### config.mk
export PLATFORM = sky130hd
export DESIGN_NAME = ais_input_select
export DESIGN_NICKNAME = d
export VERILOG_FILES = /design/src/ais_pkg.sv /design/src/ais_input_select.sv
export VERILOG_INCLUDE_DIRS = /design/src /design/src/src
export SDC_FILE = /design/constraint.sdc
export NUM_CORES = 1
export LEC_CHECK = 0
export ABC_AREA = 1
export BUFFER_PORTS_ARGS = -buffer_cell sky130_fd_sc_hd__buf_2
export CAP_MARGIN = 20
export CORE_MARGIN = 2
export CORE_UTILIZATION = 50
export DETAILED_ROUTE_END_ITERATION = 6
export GPL_TIMING_DRIVEN = 0
export PLACE_DENSITY_LB_ADDON = 0.3
export REMOVE_ABC_BUFFERS = 1
export SLEW_MARGIN = 20
export SYNTH_ARGS = -nofsm -noshare
export SYNTH_HDL_FRONTEND = slang
export SYNTH_SLANG_ARGS = --single-unit
### constraint.sdc
create_clock -name clk_i -period 4.6 [get_ports clk_i]
set_clock_uncertainty 0.05 [all_clocks]
set_input_delay 1.38 -clock clk_i [delete_from_list [all_inputs] [get_ports clk_i]]
set_output_delay 1.38 -clock clk_i [all_outputs]
set_load 0.01 [all_outputs]
### src/ais_map.svh
// Register offsets, field positions and reset values for the input select block
`ifndef AIS_MAP_SVH
`define AIS_MAP_SVH
// Word offsets of the 16-bit registers on the Avalon-MM slave, one address apart
`define AIS_OFS_BUFLOC 4'h0
`define AIS_OFS_TRIO 4'h1
`define AIS_OFS_FIRST 4'h2
`define AIS_OFS_SCANH 4'h3
`define AIS_OFS_SCANL 4'h4
`define AIS_OFS_PINH 4'h5
`define AIS_OFS_PINL 4'h6
`define AIS_OFS_MODE 4'h7
`define AIS_OFS_STAT 4'h8
// Writable masks per register
`define AIS_MSK_BUFLOC 16'h0007
`define AIS_MSK_TRIO 16'h0707
`define AIS_MSK_FIRST 16'h9f9f
`define AIS_MSK_MODE 16'h001f
// Mode register bit positions
`define AIS_MODE_WIDE 0
`define AIS_MODE_ALT 1
`define AIS_MODE_SCAN 2
`define AIS_MODE_ORDER 3
`define AIS_MODE_DIS 4
// Field positions
`define AIS_TRIO_POS_A 0
`define AIS_TRIO_NEG_A 2:1
`define AIS_TRIO_POS_B 8
`define AIS_TRIO_NEG_B 10:9
`define AIS_FIRST_POS_A 4:0
`define AIS_FIRST_NEG_A 7
`define AIS_FIRST_POS_B 12:8
`define AIS_FIRST_NEG_B 15
`define AIS_RST_VAL 16'h0000
`define AIS_ZERO_PAD 16'h0000
`endif

### src/ais_pkg.sv
// Types for the analog input select block
package ais_pkg;
    // One sample/hold channel routing: input index, or reference when ref set
    typedef struct packed {
        logic [4:0] pos_idx;
        logic pos_ref;
        logic [4:0] neg_idx;
        logic neg_ref;
    } ais_route_t;
    // Four channels routed at once
    typedef struct packed {
        ais_route_t ch3;
        ais_route_t ch2;
        ais_route_t ch1;
        ais_route_t ch0;
    } ais_routes_t;
    // Sample slot in use
    typedef enum logic {AIS_SLOT_A, AIS_SLOT_B} ais_slot_t;
    // Sequencer states
    typedef enum logic [1:0] {AIS_IDLE, AIS_CONV} ais_state_t;
endpackage : ais_pkg
### src/ais_input_select.sv
// Analog input select, scan mask and pin configuration logic
//
// Local design decisions: the placing of the registers and register access over Avalon-MM.
`timescale 1ns/100ps
`include "ais_map.svh"

// How it works
// - Buffer code n gives 2^n words per input
// - Trio negative code 11/10/0x picks inputs or reference
// - Slot A trio negative at bits 2-1
// - Trio positive bit picks 3-5 or 0-2
// - Wide mode hides trio fields, reads zero
// - First negative bit picks input 1 or reference
// - First positive code picks that input index
// - Slot B first positive at bits 12-8
// - Second instance limits first positive to 0-15
// - Scan bits include inputs, high/low halves
// - Scan bits writable; absent inputs convert reference
// - Pin bit one means digital, zero analog
// - Absent pin bits stored but have no effect
// - Second instance has no high pin register
// - Module disabled forces all pins digital
// - Alternate mode toggles slot A then B
// - Scan mode steps slot A first positive through mask
// - Wide bit selects single channel operation
// - Buffer size scales offset only in scatter/gather order
module ais_input_select
    import ais_pkg::*;
#(
    parameter int NUM_INPUTS = 32,
    parameter bit SECOND_UNIT = 1'b0
) (
    // Clock and reset
    input wire logic clk_i,
    input wire logic rst_b_i,
    // Avalon-MM slave
    input wire logic [3:0] avs_address_i,
    input wire logic avs_read_i,
    input wire logic avs_write_i,
    input wire logic [15:0] avs_writedata_i,
    input wire logic [1:0] avs_byteenable_i,
    output logic [15:0] avs_readdata_o,
    output logic avs_waitrequest_o,
    output logic avs_response_o,
    // Converter sequencing
    input wire logic sample_start_i,
    input wire logic conv_done_i,
    // Routing to the multiplexer
    output ais_routes_t routes_o,
    output logic slot_b_o,
    output logic wide_mode_o,
    // Transfer addressing
    output logic [7:0] words_per_input_o,
    output logic [12:0] scatter_offset_o,
    output logic scatter_mode_o,
    // Port pins
    output logic [31:0] pin_digital_o,
    output logic [31:0] pin_read_en_o
);

    // Registers as software sees them
    logic [15:0] bufloc_reg;
    logic [15:0] trio_reg;
    logic [15:0] first_reg;
    logic [15:0] scanh_reg;
    logic [15:0] scanl_reg;
    logic [15:0] pinh_reg;
    logic [15:0] pinl_reg;
    logic [15:0] mode_reg;
    // Read data and bus phase
    logic [15:0] rdata_reg;
    logic resp_reg;
    logic ack_reg;
    // Sample state
    ais_state_t state_reg;
    ais_slot_t slot_reg;
    logic [4:0] scan_idx_reg;
    ais_routes_t routes_reg;
    logic slot_b_reg;
    logic [4:0] active_in_reg;

    // Byte-lane merge of a write into a register under a writable mask
    function automatic logic [15:0] merge(input logic [15:0] old, input logic [15:0] wd,
                                          input logic [1:0] be, input logic [15:0] msk);
        logic [15:0] lanes;
        lanes = {{8{be[1]}}, {8{be[0]}}};
        merge = ((old & ~lanes) | (wd & lanes)) & msk;
    endfunction : merge

    // Next enabled scan input after cur, wrapping; cur itself when mask empty
    function automatic logic [4:0] next_scan(input logic [31:0] msk, input logic [4:0] cur);
        logic [4:0] cand;
        next_scan = cur;
        for (int k = 32; k >= 1; k--) begin
            cand = 5'(cur + 5'(k));
            if (msk[cand]) begin
                next_scan = cand;
            end
        end
    endfunction : next_scan

    // Route a trio channel (offset 0..2 for ch1..ch3)
    function automatic ais_route_t trio_route(input logic pos, input logic [1:0] neg,
                                              input logic [4:0] ofs);
        trio_route.pos_idx = pos ? 5'(5'h03 + ofs) : ofs;
        trio_route.pos_ref = 1'b0;
        trio_route.neg_idx = neg[0] ? 5'(5'h09 + ofs) : 5'(5'h06 + ofs);
        trio_route.neg_ref = ~neg[1];
    endfunction : trio_route

    // Decoded mode bits
    wire logic wide_w = mode_reg[`AIS_MODE_WIDE];
    wire logic alt_w = mode_reg[`AIS_MODE_ALT];
    wire logic scan_w = mode_reg[`AIS_MODE_SCAN];
    wire logic disable_w = mode_reg[`AIS_MODE_DIS];
    wire logic [31:0] scan_mask_w = {scanh_reg, scanl_reg};
    wire logic [31:0] pin_cfg_w = {pinh_reg, pinl_reg};

    // Bus decode; second unit has no high pin register
    wire logic req_w = (avs_read_i | avs_write_i) & ~ack_reg;
    wire logic pinh_hit_w = (avs_address_i == `AIS_OFS_PINH) & ~SECOND_UNIT;
    wire logic wr_w = avs_write_i & req_w;
    wire logic known_w = (avs_address_i <= `AIS_OFS_STAT) &
                         ((avs_address_i != `AIS_OFS_PINH) | pinh_hit_w);

    // Trio fields read as zero in wide mode
    wire logic [15:0] trio_view_w = wide_w ? `AIS_ZERO_PAD : trio_reg;

    // Read mux
    logic [15:0] rmux_w;
    always_comb begin
        case (avs_address_i)
            `AIS_OFS_BUFLOC: rmux_w = bufloc_reg;
            `AIS_OFS_TRIO: rmux_w = trio_view_w;
            `AIS_OFS_FIRST: rmux_w = first_reg;
            `AIS_OFS_SCANH: rmux_w = scanh_reg;
            `AIS_OFS_SCANL: rmux_w = scanl_reg;
            `AIS_OFS_PINH: rmux_w = pinh_hit_w ? pinh_reg : `AIS_ZERO_PAD;
            `AIS_OFS_PINL: rmux_w = pinl_reg;
            `AIS_OFS_MODE: rmux_w = mode_reg;
            `AIS_OFS_STAT: rmux_w = {3'h0, active_in_reg, 6'h00, slot_b_reg,
                                     (state_reg == AIS_CONV)};
            default: rmux_w = `AIS_ZERO_PAD;
        endcase
    end

    // One wait cycle per access, then answer
    assign avs_waitrequest_o = (avs_read_i | avs_write_i) & ~ack_reg;
    assign avs_readdata_o = rdata_reg;
    assign avs_response_o = resp_reg;

    // Bus phase and read capture
    always_ff @(posedge clk_i or negedge rst_b_i) begin
        if (!rst_b_i) begin
            ack_reg <= 1'b0;
            rdata_reg <= `AIS_RST_VAL;
            resp_reg <= 1'b0;
        end else begin
            ack_reg <= req_w;
            if (req_w) begin
                rdata_reg <= avs_read_i ? rmux_w : `AIS_ZERO_PAD;
                resp_reg <= ~known_w;
            end
        end
    end

    // Register writes
    always_ff @(posedge clk_i or negedge rst_b_i) begin
        if (!rst_b_i) begin
            bufloc_reg <= `AIS_RST_VAL;
            trio_reg <= `AIS_RST_VAL;
            first_reg <= `AIS_RST_VAL;
            scanh_reg <= `AIS_RST_VAL;
            scanl_reg <= `AIS_RST_VAL;
            pinh_reg <= `AIS_RST_VAL;
            pinl_reg <= `AIS_RST_VAL;
            mode_reg <= `AIS_RST_VAL;
        end else if (wr_w) begin
            case (avs_address_i)
                `AIS_OFS_BUFLOC: bufloc_reg <= merge(bufloc_reg, avs_writedata_i,
                                                     avs_byteenable_i, `AIS_MSK_BUFLOC);
                // Trio writes ignored in wide mode where the field is absent
                `AIS_OFS_TRIO: if (!wide_w) begin
                    trio_reg <= merge(trio_reg, avs_writedata_i, avs_byteenable_i,
                                      `AIS_MSK_TRIO);
                end
                `AIS_OFS_FIRST: first_reg <= merge(first_reg, avs_writedata_i,
                                                   avs_byteenable_i, `AIS_MSK_FIRST);
                `AIS_OFS_SCANH: scanh_reg <= merge(scanh_reg, avs_writedata_i,
                                                   avs_byteenable_i, 16'hffff);
                `AIS_OFS_SCANL: scanl_reg <= merge(scanl_reg, avs_writedata_i,
                                                   avs_byteenable_i, 16'hffff);
                `AIS_OFS_PINH: if (pinh_hit_w) begin
                    pinh_reg <= merge(pinh_reg, avs_writedata_i, avs_byteenable_i,
                                      16'hffff);
                end
                `AIS_OFS_PINL: pinl_reg <= merge(pinl_reg, avs_writedata_i,
                                                 avs_byteenable_i, 16'hffff);
                `AIS_OFS_MODE: mode_reg <= merge(mode_reg, avs_writedata_i,
                                                 avs_byteenable_i, `AIS_MSK_MODE);
                default: ;
            endcase
        end
    end

    // Slot in use for the sample about to start
    wire ais_slot_t use_slot_w = (alt_w && slot_reg == AIS_SLOT_B) ? AIS_SLOT_B
                                                                   : AIS_SLOT_A;
    wire logic use_b_w = (use_slot_w == AIS_SLOT_B);
    // Scan only steps slot A channel 0 positive
    wire logic scanning_w = scan_w & ~use_b_w;
    wire logic [4:0] first_pos_sel_w = use_b_w ? first_reg[`AIS_FIRST_POS_B]
                                               : first_reg[`AIS_FIRST_POS_A];
    wire logic [4:0] scan_pick_w = next_scan(scan_mask_w, scan_idx_reg);
    wire logic [4:0] ch0_pos_w = scanning_w ? scan_pick_w : first_pos_sel_w;
    // Inputs beyond the present count, or above 15 on the second unit, convert reference
    wire logic ch0_absent_w = (32'(ch0_pos_w) >= NUM_INPUTS) |
                              (SECOND_UNIT & ch0_pos_w[4]);
    wire logic ch0_neg_w = use_b_w ? first_reg[`AIS_FIRST_NEG_B]
                                   : first_reg[`AIS_FIRST_NEG_A];
    wire logic trio_pos_w = use_b_w ? trio_reg[`AIS_TRIO_POS_B] : trio_reg[`AIS_TRIO_POS_A];
    wire logic [1:0] trio_neg_w = use_b_w ? trio_reg[`AIS_TRIO_NEG_B]
                                          : trio_reg[`AIS_TRIO_NEG_A];

    // Routes assembled for the coming sample
    ais_routes_t routes_next;
    always_comb begin
        routes_next.ch0.pos_idx = ch0_pos_w;
        routes_next.ch0.pos_ref = ch0_absent_w;
        routes_next.ch0.neg_idx = 5'h01;
        routes_next.ch0.neg_ref = ~ch0_neg_w;
        routes_next.ch1 = trio_route(trio_pos_w, trio_neg_w, 5'h00);
        routes_next.ch2 = trio_route(trio_pos_w, trio_neg_w, 5'h01);
        routes_next.ch3 = trio_route(trio_pos_w, trio_neg_w, 5'h02);
    end

    // Sample sequencer; routing is latched only at a sample start
    always_ff @(posedge clk_i or negedge rst_b_i) begin
        if (!rst_b_i) begin
            state_reg <= AIS_IDLE;
            slot_reg <= AIS_SLOT_A;
            scan_idx_reg <= 5'h1f;
            routes_reg <= '0;
            slot_b_reg <= 1'b0;
            active_in_reg <= 5'h00;
        end else begin
            case (state_reg)
                AIS_IDLE: if (sample_start_i) begin
                    routes_reg <= routes_next;
                    slot_b_reg <= use_b_w;
                    active_in_reg <= ch0_pos_w;
                    slot_reg <= (alt_w && !use_b_w) ? AIS_SLOT_B : AIS_SLOT_A;
                    if (scanning_w) begin
                        scan_idx_reg <= scan_pick_w;
                    end
                    state_reg <= AIS_CONV;
                end
                // Conversion in progress holds the routing steady
                AIS_CONV: if (conv_done_i) begin
                    state_reg <= AIS_IDLE;
                end
                default: state_reg <= AIS_IDLE;
            endcase
        end
    end

    // Routing outputs; trio channels unused in wide mode
    assign routes_o = routes_reg;
    assign slot_b_o = slot_b_reg;
    assign wide_mode_o = wide_w;

    // Buffer sizing and scatter address
    assign words_per_input_o = 8'(8'h01 << bufloc_reg[2:0]);
    assign scatter_mode_o = ~mode_reg[`AIS_MODE_ORDER];
    assign scatter_offset_o = scatter_mode_o ?
                              13'(13'(active_in_reg) << bufloc_reg[2:0]) : 13'h0000;

    // Pin modes; absent inputs and the disabled module force digital
    logic [31:0] pin_next;
    always_comb begin
        for (int i = 0; i < 32; i++) begin
            if (disable_w || i >= NUM_INPUTS || (SECOND_UNIT && i >= 16)) begin
                pin_next[i] = 1'b1;
            end else begin
                pin_next[i] = pin_cfg_w[i];
            end
        end
    end
    assign pin_digital_o = pin_next;
    assign pin_read_en_o = pin_next;

endmodule : ais_input_select

== Word level (Yosys, flattened, before mapping) ==
Cells that the tools add are included.
W data, S select, Z words.
Word-level totals
  register bits after elaboration: 155
  latch bits: 0
  RAM bits: 0
  ROM bits: 0
  input port bits: 28
  word-level logic and storage cells: 294
  memories: 0
Cells by class
  add/subtract/negate cells: 31
  $mul: 0
  div/mod/pow operators: 0
  $lt $le $gt $ge: 32
  equal/unequal tests: 12
  shifts and indexed selects: 2
  multiplexer cells: 145
  bitwise gates (word level): 31
  reduce and logical (&&, ||, !) cells: 16
Operators by type and width (number)
  $lt A5 B6 Y1 const B: 31
  $mux W5: 33
  $bmux W1 S5: 31
  $pmux W16 S9: 1
  $and A16 B16 Y16: 6
  $add A5 B5 Y5 const B: 16
  $or A16 B16 Y16: 5
  $mux W1: 67
  $add A5 B4 Y5 const B: 8
  $add A5 B3 Y5 const B: 4
  $reduce_and A2 Y1: 9
  $eq A4 B3 Y1 const B: 4
  $mux W16: 1
  $not A16 Y16: 1
  $mux W13: 1
  $shl A5 B3 Y13: 1
  $and A11 B11 Y11: 1
  $mux W11: 1
  $or A11 B11 Y11: 1
  $add A5 B2 Y5 const B: 2
  $mux W2: 5
  $eq A4 B2 Y1 const B: 2
  $mux W4: 2
  $shl A1 B3 Y8 const A: 1
  21 further kinds: 35

== Longest topological paths before layout ==
  word-level depth: 35
  mapped depth: 52

== Least setup slack after synthesis ==
OpenSTA, ideal clock, no wires.
  path type: register to register
  start: register scan_idx_reg[1]
  end: register routes_reg, in the netlist routes_o[10]
  library setup time: 0.119 ns
  arrival: 3.843 ns
  required time: 4.431 ns
  setup slack: 0.588 ns
  stages on the path, launching flop included: 49
  path buffers: 3
  period minus slack after synthesis: 4.012 ns
  cells stage by stage: dfstp_2 -> inv_2 -> clkbuf_1 -> ha_1 -> buf_2 -> buf_1 -> nand3_1 -> nand3_1 -> nand3_1 -> nand3_2 -> nand2_4 -> a21oi_1 -> nand2_1 -> nand2_1 -> nand2_1 -> nand2_1 -> nand2_1 -> nand2_1 -> [... 13 more ...] -> nand2_1 -> nand2_1 -> nand2_1 -> nand2_1 -> nand2_1 -> nand2_1 -> nand2_1 -> nand2_1 -> nand2_1 -> nand2_1 -> nand2_1 -> nand2_1 -> nand2_1 -> nand2_1 -> nand2_1 -> nand2_1 -> nand2_1 -> nand2_1
On the way
  longest elaborated chain between the ends: 35
  elaborated cells between the ends (all ways): 125
  those cells by class: add/sub (31); mux (94)
RTL lines
  start: declaration: line ais_input_select.sv:77  | logic [4:0] scan_idx_reg;
  start signal: assignment: line ais_input_select.sv:254  | scan_idx_reg <= scan_pick_w;
  $add A5 B5 Y5: line ais_input_select.sv:95  | cand = 5'(cur + 5'(k));
  $bmux W1 S5: line ais_input_select.sv:96  | if (msk[cand]) begin
  $mux W1 (not written as such): line ais_input_select.sv:96
  $mux W5 (30 in a row): line ais_input_select.sv:96
  $mux W5 *: line ais_input_select.sv:96
  $mux W5 *: line ais_input_select.sv:215  | wire logic [4:0] ch0_pos_w = scanning_w ? scan_pick_w : first_pos_sel_w;
  end signal: assignment: line ais_input_select.sv:249  | routes_reg <= routes_next;
  end: declaration: line ais_input_select.sv:78  | ais_routes_t routes_reg;
Mark *: on every way between the ends. The rest lies on a longest branch, timed or not. The select of a mux whose other input is x is not followed.
A chain may end at the register's enable or synchronous reset.

== Worst setup path after layout ==
  start: register scan_idx_reg[0]
  end: register routes_reg, in the netlist routes_o[11]
Same word-level chain as after synthesis.

==> qor.yml <==
synthesis:
  synth_edf_count: 0
  netlist_area_um2: 10400
  postSynthCellCount: 1601
  synth_seq_cells: 128
  syn_avg_cell_area_um2: 6.50
  synth-async-reset-ratio: 1.00
  yosys_most_used_dff: "dfrtp_1"
  ys_seq_area_frac: 0.309
  yosysUniqueCellTypes: 50
  synth_warnings: 0
floorplan:
  dieWidth_um: 148
  die_h_um: 148
  start_util: 0.512
  design.core.area_um2: 20300
  row_count: 52
  dieArea_um2: 22000
  ios: 182
sta:
  tightest_slew_ps: 875
  slew-limit-headroom: 0.412
  finalCriticalPeriod_ps: 4310
  rsz0062_at_grt: "true"
  timing.final.crit_share: 0.936
  setup_violations: 0
  fin_ws_ps: 295
  slew_viol_final: 0
  finalHoldViolations: 0
  fmax_ghz: 0.232
global_routing:
  grt_max_degree: 82
  grt_overflow: 0
  antenna_found_initial: 0
  grt_usage: 0.318
  grt_pass1_vias: 9944
  grt_first_pass_wirelength_um: 54600
worst_setup_path:
  cp.required_ps: 4860
  crit_arrival_ps: 4570
  startpoint_type: "flip-flop"
  crit_fanout: 11
  max_stage_delay_ps: 710
  path_class: "reg -> reg"
  cpMostUsedCell: "nand2_1"
  crit_path_end_kind: "flip-flop"
  slowest_stage: "dfstp_4"
detailed_routing:
  drtIter0Drc: 1239
  drtPass1Iterations: 6
  drc_errors: 0
  final_antenna_net_count: 0
  vias: 11664
  via_per_inst: 5.76
  wirelength_um: 37000
  drt-wirelength-per-cell_um: 18.3
job:
  maxCapViolCount: 0
clock_tree:
  root_buffer: "clkbuf_16"
  cts_buffer_depth: 2
  h-tree-depth: 4
  clock_sinks: 128
  cts_tree: "done"
  clock_latency_ps: 420
  path_clk_slew_ps: 60
  numCtsBuffers: 17
  cts_hold_buf: 0
placed_design:
  io_buffers: 160
  hpwlAfterDp_um: 25800
  dp_slack_ps: -1620
  gp_congestion: 1.07
cells_and_area:
  layout-drive-gt1-share: 0.231
  post-route-util: 0.624
  regArea_um2: 3220
  multi_input_area_um2: 6360
  fin_nets: 1784
  antennaDiodeCount: 0
  nFillCells: 1832
  area_growth_pct: 21.9
min_path:
  hp-class: "reg -> reg"
status:
  outcome: "finished clean"
## layer usage
layer	vias up	track usage	share of wire
met4	0	0.139	0.050
met5	-	0	0
met3	144	0.0503	0.097
met2	715	0.520	0.46
met1	5382	0.419	0.39
li1	5423	-	-
## layout by cell type, fill, tap and decap left out, types with 16 or more instances in the layout
cell / n
nand2_1: 519
buf_2: 160
dfrtp_1: 123
inv_1: 160
nand3_2: 35
nor2_1: 69
conb_1: 21
o22ai_1: 19
nand3_4: 20
o21ai_0: 138
or2_2: 16
nand3_1: 117
clkbuf_16: 17
a21oi_1: 92
buf_4: 48
## synth_stat cells (3+ instances only)
cell | number | share of area
a211oi_1 | 5 | 0.0036
a21oi_1 | 93 | 0.045
a221oi_1 | 13 | 0.011
a22o_1 | 9 | 0.0076
a31oi_1 | 10 | 0.0060
buf_2 | 8 | 0.0039
buf_4 | 73 | 0.053
buf_6 | 8 | 0.0087
clkbuf_1 | 26 | 0.0094
clkbuf_8 | 3 | 0.0040
clkinv_1 | 3 | 0.0011
dfrtp_1 | 123 | 0.30
dfstp_2 | 5 | 0.013
ha_1 | 13 | 0.016
inv_1 | 162 | 0.058
inv_2 | 18 | 0.0065
nand2_1 | 527 | 0.19
nand2_2 | 8 | 0.0048
nand2_4 | 3 | 0.0032
nand3_1 | 167 | 0.080
nand3_2 | 5 | 0.0048
nor2_1 | 70 | 0.025
nor2_4 | 3 | 0.0032
nor3_1 | 3 | 0.0014
o2111ai_1 | 5 | 0.0042
o211ai_1 | 6 | 0.0043
o21a_1 | 5 | 0.0036
o21ai_0 | 140 | 0.067
o21ai_1 | 17 | 0.0082
o21ai_2 | 3 | 0.0025
o22ai_1 | 19 | 0.011
or2_2 | 16 | 0.0096
xor2_1 | 9 | 0.0076
xor2_2 | 5 | 0.0078
## worst max-delay path, delay by kind of cell (launching register included)
family                   cells  cell delay [ps]
flip-flops                   1              710
adder cells (fa/ha/maj)      1              410
AND/OR/NAND/NOR             34             2280
buffers and inverters        4              510
AO/OA/AOI/OAI                2              220
## worst paths after layout
| kind | startpoint | slack, ps | endpoint | depth (start not counted) |
|---|---|---|---|---|
| max in group asynchronous | rst_b_i | 2970 | async pin | 2 |
| worst max register to register | scan_idx_reg[0] | 290 | routes_o[11] | 41 |
| worst min-delay path | avs_readdata_o[14] | 430 | avs_readdata_o[14] | 2 |
| worst max-delay path | scan_idx_reg[0] | 290 | routes_o[11] | 41 |
| worst min register to register | avs_readdata_o[14] | 430 | avs_readdata_o[14] | 2 |
| min in group asynchronous | rst_b_i | 790 | async pin | 1 |
## per-stage QoR
stage               cells  TNS (ps)  area [um2]  hold slack, ps
floorplan            1500      -111        9630             403
global placement     1930    -14940       10800             417
detailed placement   1931    -15280       10800             422
CTS                  1973         0       11600             436
global route         2026      -281       12700             461
finish               2026         0       12700             430
## layout make-up
| class | instances | share of cell area |
|---|---|---|
| timing repair inverter | 5 | 0.00434 |
| timing repair buffer | 219 | 0.105 |
| inverter | 185 | 0.0605 |
| clock inverter | 12 | 0.0105 |
| sequential | 128 | 0.254 |
| tap | 270 | 0.0267 |
| multi-input combinational | 1187 | 0.502 |
| clock buffer | 20 | 0.0368 |
## logic make-up (layout without fill, tap and decap cells)
| logic type | Yosys count | after routing | synth area share |
|---|---|---|---|
| xor+xnor | 17 | 17 | 0.0197 |
| fa+ha+maj | 13 | 13 | 0.0156 |
| other cells | 1 | 21 | 0.000361 |
| buf+inv | 306 | 441 | 0.149 |
| flops | 128 | 128 | 0.309 |
| simple gates | 805 | 805 | 0.326 |
| compound gates | 331 | 331 | 0.181 |
## timing repair
| item | CTS | global route |
|---|---|---|
| pin swaps | 2 | 31 |
| gates resized for setup | 23 | 127 |
| buffers inserted | 10 | 48 |
| setup endpoints to repair | 10 | 10 |
| cloned | 0 | 5 |
Power is not shown: default switching activity piles up to over one toggle a cycle in this logic, so the estimate is an artifact.
